===== src/ebe_consts.svh =====
// Constants of the external bus emulation port: bus widths, region bounds and port codes
`ifndef EBE_CONSTS_SVH
`define EBE_CONSTS_SVH

// Bus widths
`define EBE_ADDR_W      16
`define EBE_DATA_W      8

// Highest location kept as an internal reference below the emulated region
`define EBE_INT_TOP     16'h0FFF
// Emulated external region bounds, inclusive
`define EBE_EXT_LO      16'h1000
`define EBE_EXT_HI      16'hFF7F

// Codes put on the data bus by the emulated port instructions
`define EBE_CODE_ONE    8'h01
`define EBE_CODE_TWO    8'h02
`define EBE_CODE_FOUR   8'h04

// Reset values of the bus outputs
`define EBE_ADDR_RST    16'h0000
`define EBE_DATA_RST    8'h00

`endif


===== src/ebe_pkg.sv =====
// Types of the external bus emulation port
package ebe_pkg;

    // Bus cycle states, one-hot
    typedef enum logic [4:0] {
        ST_IDLE   = 5'h01,
        ST_T1     = 5'h02,
        ST_SECOND = 5'h04,
        ST_WAIT   = 5'h08,
        ST_T3     = 5'h10
    } ebe_state_t;

    // Access kinds requested by the core
    typedef enum logic [2:0] {
        OP_FETCH    = 3'h0,
        OP_READ     = 3'h1,
        OP_WRITE    = 3'h2,
        OP_PAIR_ONE = 3'h3,
        OP_PAIR_TWO = 3'h4,
        OP_REL_FOUR = 3'h5
    } ebe_op_t;

endpackage


===== src/ebe_bus_port.sv =====
// External bus emulation port: bus cycle sequencer, strobes, wait states and port emulation
//
// Behaviour
// - The region flag goes low while the accessed location lies in 4096 to 65407.
// - The address bus is driven during memory accesses, including locations 0 to 4095.
// - Data moves over an 8-bit two-way bus with separate in, out and enable signals.
// - The wait input is sampled at the end of the second bus state of a read or write.
// - An active sampled wait enters the wait state, repeated while wait stays active.
// - The fetch indicator is high through an opcode fetch cycle and low otherwise.
// - The write strobe is low only while valid write data is on the data bus.
// - The write strobe is released while halted, under bus hold and in reset.
// - The read strobe goes low so that the far device drives its data onto the bus.
// - The read strobe is released while halted, under bus hold and in reset.
// - The first port instruction drives the pair on the address bus and code 01h on data.
// - The second port instruction drives the pair on the address bus and code 02h on data.
// - The third port instruction releases the address bus and drives code 04h on data.
// - The emulation strobe is active for one cycle, in the second bus state of each of the three port instructions.
`timescale 1ns/100ps
`default_nettype none
`include "ebe_consts.svh"

module ebe_bus_port (
    input  wire logic                   clk_i,
    input  wire logic                   rst_n_i,
    // Core side request
    input  wire logic                   req_valid_i,
    output logic                        req_ready_o,
    input  wire logic [2:0]             req_op_i,
    input  wire logic [`EBE_ADDR_W-1:0] req_addr_i,
    input  wire logic [`EBE_DATA_W-1:0] req_wdata_i,
    input  wire logic [7:0]             pair_upper_i,
    input  wire logic [7:0]             pair_lower_i,
    input  wire logic                   halt_i,
    input  wire logic                   hold_i,
    output logic [`EBE_DATA_W-1:0]      rdata_o,
    output logic                        rdata_valid_o,
    output logic                        bus_released_o,
    // Pins
    output logic [`EBE_ADDR_W-1:0]      address_bus_lines_o,
    output logic                        address_bus_lines_oe_n_o,
    input  wire logic [`EBE_DATA_W-1:0] data_bus_lines_i,
    output logic [`EBE_DATA_W-1:0]      data_bus_lines_o,
    output logic                        data_bus_lines_oe_n_o,
    output logic                        rd_n_o,
    output logic                        rd_oe_n_o,
    output logic                        wr_n_o,
    output logic                        wr_oe_n_o,
    input  wire logic                   wait_n_i,
    output logic                        opcode_fetch_indicator_o,
    output logic                        external_region_flag_n_o,
    output logic                        emulation_strobe_o
);

    ebe_pkg::ebe_state_t        state_q;
    ebe_pkg::ebe_state_t        state_d;
    logic [2:0]                 op_q;
    logic [`EBE_ADDR_W-1:0]     addr_q;
    logic [`EBE_DATA_W-1:0]     wdata_q;
    logic                       wait_meta_q;
    logic                       wait_sync_q;
    logic [`EBE_DATA_W-1:0]     din_meta_q;
    logic [`EBE_DATA_W-1:0]     din_sync_q;
    logic                       accept;
    logic [2:0]                 op_cur;
    logic [`EBE_ADDR_W-1:0]     addr_cur;
    logic [`EBE_DATA_W-1:0]     wdata_cur;
    logic                       in_cycle;
    logic                       strobe_phase;
    logic                       is_fetch;
    logic                       is_rd;
    logic                       is_wr;
    logic                       is_emul;
    logic                       rel_addr;
    logic [`EBE_DATA_W-1:0]     emul_code;
    logic                       ext_hit;
    logic                       park;
    logic [`EBE_ADDR_W-1:0]     addr_q_o;
    logic                       addr_oe_n_q;
    logic [`EBE_DATA_W-1:0]     dout_q;
    logic                       dout_oe_n_q;
    logic                       rd_n_q;
    logic                       rd_oe_n_q;
    logic                       wr_n_q;
    logic                       wr_oe_n_q;
    logic                       fetch_q;
    logic                       ext_n_q;
    logic                       stb_q;
    logic [`EBE_DATA_W-1:0]     rdata_q;
    logic                       rvalid_q;
    logic                       rd_done_q;
    logic                       released_q;

    // Request handshake: new cycles only from idle and never under halt or hold
    assign req_ready_o = (state_q == ebe_pkg::ST_IDLE) && !halt_i && !hold_i;
    assign accept      = req_ready_o && req_valid_i;
    assign op_cur      = accept ? req_op_i : op_q;
    assign wdata_cur   = accept ? req_wdata_i : wdata_q;
    assign addr_cur    = accept ? ((req_op_i == ebe_pkg::OP_PAIR_ONE || req_op_i == ebe_pkg::OP_PAIR_TWO)
                                   ? {pair_upper_i, pair_lower_i} : req_addr_i) : addr_q;

    // Pin synchronisers for wait and read data
    always_ff @(posedge clk_i or negedge rst_n_i) begin
        if (!rst_n_i) begin
            wait_meta_q <= 1'b1;
            wait_sync_q <= 1'b1;
            din_meta_q  <= `EBE_DATA_RST;
            din_sync_q  <= `EBE_DATA_RST;
        end else begin
            wait_meta_q <= wait_n_i;
            wait_sync_q <= wait_meta_q;
            din_meta_q  <= data_bus_lines_i;
            din_sync_q  <= din_meta_q;
        end
    end

    // Captured request
    always_ff @(posedge clk_i or negedge rst_n_i) begin
        if (!rst_n_i) begin
            op_q    <= ebe_pkg::OP_READ;
            addr_q  <= `EBE_ADDR_RST;
            wdata_q <= `EBE_DATA_RST;
        end else if (accept) begin
            op_q    <= req_op_i;
            addr_q  <= addr_cur;
            wdata_q <= req_wdata_i;
        end
    end

    // Instruction and region decoders
    ebe_port_emul ebe_port_emul_inst (
        .op_i           (op_cur),
        .is_emul_o      (is_emul),
        .release_addr_o (rel_addr),
        .code_o         (emul_code)
    );

    ebe_region_decode ebe_region_decode_inst (
        .addr_i    (addr_cur),
        .ext_hit_o (ext_hit)
    );

    assign is_fetch = (op_cur == ebe_pkg::OP_FETCH);
    assign is_rd    = is_fetch || (op_cur == ebe_pkg::OP_READ);
    assign is_wr    = (op_cur == ebe_pkg::OP_WRITE);

    // Bus cycle sequencer
    always_comb begin
        state_d = state_q;
        unique case (state_q)
            ebe_pkg::ST_IDLE: begin
                if (accept && (is_rd || is_wr || is_emul)) begin
                    state_d = ebe_pkg::ST_T1;
                end
            end
            ebe_pkg::ST_T1: begin
                state_d = ebe_pkg::ST_SECOND;
            end
            ebe_pkg::ST_SECOND: begin
                // wait sampled at end of the second state
                if (!wait_sync_q && (is_rd || is_wr)) begin
                    state_d = ebe_pkg::ST_WAIT;
                end else begin
                    state_d = ebe_pkg::ST_T3;
                end
            end
            ebe_pkg::ST_WAIT: begin
                if (wait_sync_q) begin
                    state_d = ebe_pkg::ST_T3;
                end
            end
            ebe_pkg::ST_T3: begin
                state_d = ebe_pkg::ST_IDLE;
            end
        endcase
    end

    always_ff @(posedge clk_i or negedge rst_n_i) begin
        if (!rst_n_i) begin
            state_q <= ebe_pkg::ST_IDLE;
        end else begin
            state_q <= state_d;
        end
    end

    assign in_cycle     = (state_d != ebe_pkg::ST_IDLE);
    assign strobe_phase = (state_d == ebe_pkg::ST_SECOND) || (state_d == ebe_pkg::ST_WAIT) ||
                          (state_d == ebe_pkg::ST_T3);
    assign park         = (halt_i || hold_i) && !in_cycle;

    // Address bus and region flag
    always_ff @(posedge clk_i or negedge rst_n_i) begin
        if (!rst_n_i) begin
            addr_q_o    <= `EBE_ADDR_RST;
            addr_oe_n_q <= 1'b1;
            ext_n_q     <= 1'b1;
        end else begin
            addr_q_o    <= addr_cur;
            addr_oe_n_q <= !(in_cycle && !rel_addr);
            ext_n_q     <= !(in_cycle && (is_rd || is_wr) && ext_hit);
        end
    end

    // Data bus out: write data or port code
    always_ff @(posedge clk_i or negedge rst_n_i) begin
        if (!rst_n_i) begin
            dout_q      <= `EBE_DATA_RST;
            dout_oe_n_q <= 1'b1;
        end else begin
            dout_q      <= is_emul ? emul_code : wdata_cur;
            dout_oe_n_q <= !(in_cycle && (is_wr || is_emul));
        end
    end

    // Read and write strobes with release under halt and hold
    always_ff @(posedge clk_i or negedge rst_n_i) begin
        if (!rst_n_i) begin
            rd_n_q    <= 1'b1;
            rd_oe_n_q <= 1'b1;
            wr_n_q    <= 1'b1;
            wr_oe_n_q <= 1'b1;
        end else begin
            // read strobe from second state to T3
            rd_n_q    <= !(in_cycle && is_rd && strobe_phase);
            // write strobe only inside the data window
            wr_n_q    <= !(in_cycle && is_wr && strobe_phase);
            rd_oe_n_q <= park;
            wr_oe_n_q <= park;
        end
    end

    // Fetch indicator and emulation strobe
    always_ff @(posedge clk_i or negedge rst_n_i) begin
        if (!rst_n_i) begin
            fetch_q <= 1'b0;
            stb_q   <= 1'b0;
        end else begin
            fetch_q <= in_cycle && is_fetch;
            // strobe during second state of a port instruction
            stb_q   <= is_emul && (state_d == ebe_pkg::ST_SECOND);
        end
    end

    // Read data capture one cycle after T3: the pin synchroniser lags two cycles, so this takes a strobed value
    always_ff @(posedge clk_i or negedge rst_n_i) begin
        if (!rst_n_i) begin
            rdata_q    <= `EBE_DATA_RST;
            rd_done_q  <= 1'b0;
            rvalid_q   <= 1'b0;
            released_q <= 1'b1;
        end else begin
            rd_done_q  <= (state_q == ebe_pkg::ST_T3) && is_rd;
            rvalid_q   <= rd_done_q;
            released_q <= park;
            if (rd_done_q) begin
                rdata_q <= din_sync_q;
            end
        end
    end

    assign address_bus_lines_o      = addr_q_o;
    assign address_bus_lines_oe_n_o = addr_oe_n_q;
    assign data_bus_lines_o         = dout_q;
    assign data_bus_lines_oe_n_o    = dout_oe_n_q;
    assign rd_n_o                   = rd_n_q;
    assign rd_oe_n_o                = rd_oe_n_q;
    assign wr_n_o                   = wr_n_q;
    assign wr_oe_n_o                = wr_oe_n_q;
    assign opcode_fetch_indicator_o = fetch_q;
    assign external_region_flag_n_o = ext_n_q;
    assign emulation_strobe_o       = stb_q;
    assign rdata_o                  = rdata_q;
    assign rdata_valid_o            = rvalid_q;
    assign bus_released_o           = released_q;

    // Checks next to the logic
    a_ext_in_range:
    assert property (@(posedge clk_i) disable iff (!rst_n_i)
        !ext_n_q |-> (addr_q_o >= `EBE_EXT_LO) && (addr_q_o <= `EBE_EXT_HI) && !addr_oe_n_q)
    else $error("Region flag low outside emulated region");

    a_ext_outside:
    assert property (@(posedge clk_i) disable iff (!rst_n_i)
        (addr_q_o < `EBE_EXT_LO || addr_q_o > `EBE_EXT_HI) |-> ext_n_q)
    else $error("Region flag low for internal location");

    a_addr_low_drive:
    assert property (@(posedge clk_i) disable iff (!rst_n_i)
        (!rd_n_q && addr_q_o <= `EBE_INT_TOP) |-> !addr_oe_n_q)
    else $error("Address bus not driven for low location");

    a_wait_sample:
    assert property (@(posedge clk_i) disable iff (!rst_n_i)
        (state_q == ebe_pkg::ST_SECOND && !wait_sync_q && !rd_n_q) |=> (state_q == ebe_pkg::ST_WAIT) && !rd_n_q)
    else $error("Wait at end of second state did not enter wait state");

    a_wait_repeat:
    assert property (@(posedge clk_i) disable iff (!rst_n_i)
        (state_q == ebe_pkg::ST_WAIT) |=> (($past(wait_sync_q) == 1'b0) ? state_q == ebe_pkg::ST_WAIT
                                                                    : state_q == ebe_pkg::ST_T3))
    else $error("Wait state not held or not left correctly");

    a_fetch_flag:
    assert property (@(posedge clk_i) disable iff (!rst_n_i)
        (state_q != ebe_pkg::ST_IDLE) |-> (fetch_q == (op_q == ebe_pkg::OP_FETCH)))
    else $error("Fetch indicator does not match cycle kind");

    a_write_data:
    assert property (@(posedge clk_i) disable iff (!rst_n_i)
        !wr_n_q |-> !dout_oe_n_q && (dout_q == wdata_q) && $past(!dout_oe_n_q))
    else $error("Write strobe without valid data");

    a_strobe_park:
    assert property (@(posedge clk_i) disable iff (!rst_n_i)
        ((halt_i || hold_i) && state_q == ebe_pkg::ST_IDLE) |=> wr_oe_n_q && rd_oe_n_q)
    else $error("Strobes still driven while parked");

    a_read_start:
    assert property (@(posedge clk_i) disable iff (!rst_n_i)
        $fell(rd_n_q) |-> (state_q == ebe_pkg::ST_SECOND) && !addr_oe_n_q)
    else $error("Read strobe fell outside second state");

    a_code_one:
    assert property (@(posedge clk_i) disable iff (!rst_n_i)
        (stb_q && op_q == ebe_pkg::OP_PAIR_ONE) |-> (dout_q == `EBE_CODE_ONE) && !addr_oe_n_q)
    else $error("First port instruction wrong code");

    a_code_two:
    assert property (@(posedge clk_i) disable iff (!rst_n_i)
        (stb_q && op_q == ebe_pkg::OP_PAIR_TWO) |-> (dout_q == `EBE_CODE_TWO) && !addr_oe_n_q)
    else $error("Second port instruction wrong code");

    a_code_four:
    assert property (@(posedge clk_i) disable iff (!rst_n_i)
        (stb_q && op_q == ebe_pkg::OP_REL_FOUR) |-> (dout_q == `EBE_CODE_FOUR) && addr_oe_n_q)
    else $error("Third port instruction wrong code or address driven");

    a_strobe_span:
    assert property (@(posedge clk_i) disable iff (!rst_n_i)
        $rose(stb_q) |-> !dout_oe_n_q ##1 !stb_q ##1 (state_q == ebe_pkg::ST_IDLE))
    else $error("Emulation strobe not one cycle in second state");

endmodule // ebe_bus_port
`default_nettype wire


===== src/ebe_region_decode.sv =====
// Address region decode for the emulated external memory flag
`timescale 1ns/100ps
`default_nettype none
`include "ebe_consts.svh"

module ebe_region_decode (
    input  wire logic [`EBE_ADDR_W-1:0] addr_i,
    output logic                        ext_hit_o
);

    // Inside the emulated external region; everything else is internal
    assign ext_hit_o = (addr_i >= `EBE_EXT_LO) && (addr_i <= `EBE_EXT_HI);

endmodule // ebe_region_decode
`default_nettype wire


===== src/ebe_port_emul.sv =====
// Decode of the emulated port instructions into data code and address release
`timescale 1ns/100ps
`default_nettype none
`include "ebe_consts.svh"

module ebe_port_emul (
    input  wire logic [2:0]             op_i,
    output logic                        is_emul_o,
    output logic                        release_addr_o,
    output logic [`EBE_DATA_W-1:0]      code_o
);

    // Code byte and address release per instruction
    always_comb begin
        is_emul_o      = 1'b1;
        release_addr_o = 1'b0;
        code_o         = `EBE_DATA_RST;
        unique case (op_i)
            ebe_pkg::OP_PAIR_ONE: begin
                code_o = `EBE_CODE_ONE;
            end
            ebe_pkg::OP_PAIR_TWO: begin
                code_o = `EBE_CODE_TWO;
            end
            ebe_pkg::OP_REL_FOUR: begin
                release_addr_o = 1'b1;
                code_o         = `EBE_CODE_FOUR;
            end
            default: begin
                is_emul_o = 1'b0;
            end
        endcase
    end

endmodule // ebe_port_emul
`default_nettype wire


===== config.mk =====
export PLATFORM = sky130hd
export DESIGN_NAME = ebe_bus_port
export DESIGN_NICKNAME = d
export VERILOG_FILES = /design/src/ebe_pkg.sv /design/src/ebe_bus_port.sv /design/src/ebe_region_decode.sv /design/src/ebe_port_emul.sv
export VERILOG_INCLUDE_DIRS = /design/src
export SDC_FILE = /design/constraint.sdc
export NUM_CORES = 1
export LEC_CHECK = 0
export BUFFER_PORTS_ARGS = -buffer_cell sky130_fd_sc_hd__buf_4
export CAP_MARGIN = 20
export CELL_PAD_IN_SITES_DETAIL_PLACEMENT = 1
export CELL_PAD_IN_SITES_GLOBAL_PLACEMENT = 1
export CORE_UTILIZATION = 41
export CTS_CLUSTER_SIZE = 16
export DETAILED_ROUTE_END_ITERATION = 16
export GPL_ROUTABILITY_DRIVEN = 0
export PLACE_DENSITY = 0.78
export SLEW_MARGIN = 5
export SYNTH_ARGS = -nofsm -noshare
export SYNTH_HDL_FRONTEND = slang
export SYNTH_HIERARCHICAL = 1
export SYNTH_SLANG_ARGS = --single-unit

===== constraint.sdc =====
create_clock -name clk_i -period 3.7 [get_ports clk_i]
set_input_delay 0.185 -clock clk_i [delete_from_list [all_inputs] [get_ports clk_i]]
set_output_delay 0.185 -clock clk_i [all_outputs]
set_load 0.01 [all_outputs]

# == Yosys cells after proc, flatten, opt, wreduce, memory -nomap -nowiden ==
# Cells that the tools add are included.
# op_classes
n_lt_le_gt_ge,2
n_mux,12
reduce_logical,38
n_eq_ne,16
# op_table
cell,count
$mux W16,2
$pmux W5 S5,1
$logic_and A1 B1 Y1,18
$ge A16 B13 Y1 const B,1
$le A16 B16 Y1 const B,1
$mux W8,2
$mux W5,3
$eq A5 B3 Y1 const B,2
$eq A5 B4 Y1 const B,2
$eq A5 B5 Y1 const B,2
$logic_not A1 Y1,10
$eq A3 B2 Y1 const B,3
$eq A3 B3 Y1 const B,3
$pmux W3 S3,1
$logic_or A1 B1 Y1,8
$eq A5 B1 Y1 const B,1
$eq A5 B2 Y1 const B,1
$ne A5 B1 Y1 const B,1
$eq A3 B1 Y1 const B,1
$logic_not A3 Y1,1
$mux W3,1
$reduce_or A3 Y1,1
$mux W1,2
# totals
word_cells,89
reg_bits,92

# == Logic depth before layout (Yosys ltp) ==
# depth
word_depth,17
mapped_depth,13

# == Modules after synthesis ==
# The synthesis kept the hierarchy.
# modules_own_cells
module,cells_per_inst,seq_area_each_um2,area_each_um2,instances
ebe_bus_port,266,2314.7,3539.6,1
ebe_port_emul,14,0.0,91.3,1
ebe_region_decode,4,0.0,30.0,1

# == Least setup slack after synthesis ==
# Ideal clock, no wire load.
# synth_path
path_kind,reg2reg
startpoint,register state_q[3]
endpoint,"register dout_q[0], in the netlist data_bus_lines_o[0]"
setup_time_ns,0.125
slack_ns,0.936
t_required_ns,3.575
path_stages_with_launch,13
arrival_ns,2.639
path_cell_list,dfrtp_1 -> buf_6 -> or3_4 -> nor4_4 -> buf_6 -> buf_12 -> buf_4 -> nand2_1 -> o21ai_0 -> nand2_1 -> o21ai_1 -> clkbuf_1 -> mux2_2
# synth_between
elab_chain_cells,9
# synth_rtl
item,line_no,rtl
from (decl),ebe_bus_port.sv:54,ebe_pkg::ebe_state_t state_q;
from (signal assigned),ebe_bus_port.sv:179,state_q <= ebe_pkg::ST_IDLE;
from (signal assigned),ebe_bus_port.sv:181,state_q <= state_d;
$eq A5 B1 Y1 (*),ebe_bus_port.sv:94,assign req_ready_o = (state_q == ebe_pkg::ST_IDLE) && !halt_i && !hold_i;
$logic_and A1 B1 Y1 (*) (2 in series),ebe_bus_port.sv:94,
$logic_and A1 B1 Y1 (*),ebe_bus_port.sv:95,assign accept = req_ready_o && req_valid_i;
$mux W3 (*),n/a,
via op_cur[1],ebe_bus_port.sv:64,logic [2:0] op_cur;
$eq A3 B2 Y1 / $eq A3 B3 Y1 (equally long branches),ebe_port_emul.sv:18,unique case (op_i)
$reduce_or A3 Y1 (no source line) (*),n/a,
$mux W1 (*),ebe_port_emul.sv:18,
via is_emul,ebe_bus_port.sv:72,logic is_emul;
$mux W8 (*),ebe_bus_port.sv:209,dout_q <= is_emul ? emul_code : wdata_cur;
to (signal assigned),ebe_bus_port.sv:206,dout_q <= `EBE_DATA_RST;
to (signal assigned),ebe_bus_port.sv:209,
to (decl),ebe_bus_port.sv:79,logic [`EBE_DATA_W-1:0] dout_q;
# Mark *: on every way through the listed nets, which the timed path passes. The rest lies on a longest branch.
# A chain may end at the register's enable or synchronous reset.

# == Worst setup path after layout ==
# layout_path
startpoint,register state_q[2]
endpoint,"register fetch_q, in the netlist opcode_fetch_indicator_o"
# layout_between
elab_chain_cells,14
# layout_rtl
item,line_no,rtl
$eq A5 B1 Y1 (*),ebe_bus_port.sv:94,
$logic_and A1 B1 Y1 (*) (2 in series),ebe_bus_port.sv:94,
$logic_and A1 B1 Y1 (*),ebe_bus_port.sv:95,
$mux W3 (*),n/a,
via op_cur[0],ebe_bus_port.sv:64,
$eq A3 B2 Y1 / $eq A3 B3 Y1 (equally long branches),ebe_port_emul.sv:18,
$reduce_or A3 Y1 (no source line) (*),n/a,
$mux W1 (*),ebe_port_emul.sv:18,
via is_emul,ebe_bus_port.sv:72,
$logic_or A1 B1 Y1 (*),ebe_bus_port.sv:151,if (accept && (is_rd || is_wr || is_emul)) begin
$logic_and A1 B1 Y1 (*),ebe_bus_port.sv:151,
$mux W5 (*),ebe_bus_port.sv:151,
$pmux W5 S5 (*),ebe_bus_port.sv:149,unique case (state_q)
$ne A5 B1 Y1 (*),ebe_bus_port.sv:185,assign in_cycle = (state_d != ebe_pkg::ST_IDLE);
$logic_and A1 B1 Y1 (*),ebe_bus_port.sv:237,fetch_q <= in_cycle && is_fetch;
to (signal assigned),ebe_bus_port.sv:237,
to (decl),ebe_bus_port.sv:85,logic fetch_q;
# Marks and branches as above.

==> impl_metrics.py <==
metrics = {
    "status": {
        "outcome": "completed",
    },
    "global_route": {
        "antenna_found_initial": 0,
        "grt_pass1_vias": 2632,
        "overflow": 0,
        "grt_usage_pct": 18.9,
        "grt_max_degree": 50,
        "grt_first_pass_wirelength_mm": 13.0,
    },
    "floorplanning": {
        "num_io_pins": 101,
        "dieHeight_um": 96.5,
        "die_x_um": 96.5,
        "num_rows": 34,
        "core_region_area_um2": 8680,
        "start_util_pct": 42.2,
        "die-area_um2": 9310,
    },
    "pwr": {
        "ir_drop_mv": 0.230,
        "p_per_area_nw_per_um2": 386,
        "total_power_w": 0.00184,
        "static-leakage-power_nw": 2.46,
    },
    "critical_path": {
        "cp_data_arrival_time_ps": 3340,
        "critPathKind": "flip-flop to flip-flop",
        "path_buf_inv": 1,
        "endpoint_kind": "flip-flop",
        "critical_path_required_ps": 3940,
        "max_stage_delay_ps": 510,
        "path_max_fanout": 32,
        "crit_path_top_delay_cell": "dfrtp_1",
        "cp_cell_sequence": "or3_4 -> nor4_4 -> buf_4 -> mux2_2 -> nand2_1 -> o21ai_1 -> o211a_1 -> o31a_1 -> nor3b_2",
        "cpLargestDelayFamily": "simple AND/OR/NAND/NOR gates",
        "startpoint_type": "flip-flop",
    },
    "yosys": {
        "synth_top_family_by_area": "multiplexers",
        "yosysSeqAreaShare_pct": 63.2,
        "muxShareOfSynthArea_pct": 13.9,
        "ys_types": 42,
        "synth_simple_gate_area_share_pct": 9.36,
        "synth_fa_ha_area_share_pct": 0,
        "syn_inst": 284,
        "synth_compound_area_share_pct": 8.75,
        "synth-seq-cells": 92,
        "synth-xor-area-share_pct": 0,
        "synth-async-reset-ratio_pct": 100,
        "syn_area_per_cell_um2": 12.9,
        "synth.yosys.warnings": 6,
        "synth_edf_count": 0,
        "synth-main-ff-cell": "dfrtp_1",
        "synth_area_um2": 3660,
    },
    "routing": {
        "routed_via_density": 5.06,
        "wl_met2_mm": 4.06,
        "drtPass1Iterations": 4,
        "vias": 2550,
        "detail_route.iter0.violations": 78,
        "met1_length_mm": 3.56,
        "met3_length_um": 384,
        "ant_nets": 0,
        "dr.max_layer_used": "met4",
        "drc": 0,
        "wl_per_cell_um": 16.1,
        "totalWireLength_mm": 8.12,
    },
    "timing": {
        "fin_crit_ps": 3110,
        "drv_slew": 0,
        "finalHoldViolCount": 0,
        "post-route-period-util_pct": 84.0,
        "skew_ps": 13.7,
        "fmax_mhz": 322,
        "fin_setup_tns_ps": 0,
        "setup_viol": 0,
        "relSlewSlack_pct": 49.8,
        "rsz0062_at_grt": "false",
        "finalWorstSetupSlack_ps": 593,
        "worst_slew_pin_slew_ps": 753,
    },
    "final_layout": {
        "drive_above_1_share_pct": 42.9,
        "final_common_cell": "buf_4",
        "n_antenna_cell": 0,
        "fin_area_um2": 4770,
        "area_delta_synth_final_pct": 30.3,
        "nets": 448,
        "fin_util_pct": 55.0,
        "final_cell_mix": "buf_4, dfrtp_1, a21oi_1",
    },
    "hold_path": {
        "min_path_type": "primary input to flip-flop",
    },
    "clock_tree": {
        "numCtsBuffers": 9,
        "cts_tree": "built",
        "post_cts_buffers": 0,
        "h-tree-depth": 3,
        "worstSkewPairLatency_ps": 360,
        "cts.sinks": 92,
        "cts_root_buffer": "clkbuf_8",
        "cts_buffer_depth": 2,
        "clk_pin_slew_ps": 100,
        "cts_resized": 0,
    },
    "placed_design": {
        "dp_hpwl_mm": 5.80,
        "post-place-ws_ps": 605,
        "place_area_um2": 4460,
        "port_buffers": 100,
    },
    "run": {
        "maxCapViolations": 0,
    },
}
[sequential cells by signal, summed over array words and instances (netlist names), 3 cells and up]
| signal | cells |
|---|---|
| rdata_o | 8 |
| wdata_q | 8 |
| state_q | 5 |
| addr_q | 16 |
| din_sync_q | 8 |
| op_q | 3 |
| address_bus_lines_o | 16 |
| din_meta_q | 8 |
| data_bus_lines_o | 8 |
[synthesized netlist by cell type, drive strengths merged, types with 2 or more instances]
| cell type | instances | area [um^2] |
|---|---|---|
| nand2 | 7 | 26.3 |
| nor2 | 30 | 118 |
| mux2 | 30 | 338 |
| nand3b | 4 | 30.0 |
| nor3b | 5 | 42.5 |
| clkbuf | 6 | 22.5 |
| nand2b | 4 | 32.5 |
| dfrtp | 82 | 2050 |
| inv | 3 | 11.3 |
| nor4 | 3 | 33.8 |
| buf | 17 | 138 |
| a211oi | 2 | 15.0 |
| mux2i | 17 | 170 |
| a21oi | 37 | 189 |
| nand3 | 2 | 10.0 |
| o31a | 2 | 17.5 |
| dfstp | 10 | 263 |
| o21ai | 8 | 40.0 |
[per-stage QoR]
| stage | hold slack [ps] | cells |
|---|---|---|
| 3_3_place_gp | 294 | 477 |
| 2_1_floorplan | -111 | 288 |
| 6_report | 68.7 | 504 |
| 3_5_place_dp | 222 | 478 |
| 4_1_cts | 54.4 | 504 |
| 5_1_grt | 57.0 | 504 |
[area by class of cell]
type / count / area [um^2]
fillers: 930 / 3910
inverters: 3 / 11.3
repair buffers: 115 / 908
clock inverters: 6 / 73.8
clock buffers: 10 / 138
flip-flops and latches: 92 / 2310
multi-input cells: 170 / 1190
well taps: 108 / 135
[layer usage]
layer,global-route usage (%),up-vias
met5,0,-
met4,7.35,0
met2,31.2,78
met3,4.07,12
li1,-,1188
met1,24.4,1272
[what timing repair did]
item	4_1_cts	5_1_grt
hold buffers	10	0
hold endpoints to repair	50	0
endpoints found under the setup margin	0	0
[power by group]
| part | total [W] | switching (W) | internal (W) |
|---|---|---|---|
| sequential | 0.00102 | 0.00000317 | 0.00102 |
| clock | 0.000714 | 0.000371 | 0.000343 |
| combinational | 0.000109 | 0.0000499 | 0.0000595 |
| total | 0.00184 | 0.000424 | 0.00142 |
[worst paths after layout]
kind                                                 end           start  depth (start not counted)  slack, ps
worst max-delay path            opcode_fetch_indicator_o      state_q[2]                          9        590
worst min-delay path                          wdata_q[0]  req_wdata_i[0]                          2         70
worst max register to register  opcode_fetch_indicator_o      state_q[2]                          9        590
worst min register to register             din_sync_q[4]   din_meta_q[4]                          0        350
max in group asynchronous       external_region_flag_n_o         rst_n_i                          3       2660
min in group asynchronous                  rdata_valid_o         rst_n_i                          2        360
[kinds of logic (layout without fill, tap and decap cells)]
| family | after synthesis | after routing |
|---|---|---|
| AOI/OAI and AO/OA | 56 | 56 |
| muxes | 47 | 47 |
| buffers and inverters | 26 | 134 |
| DFF | 92 | 92 |
| other | 1 | 5 |
| and+or+nand+nor | 62 | 62 |
No activity file was read; power rests on OpenSTA's default activity.
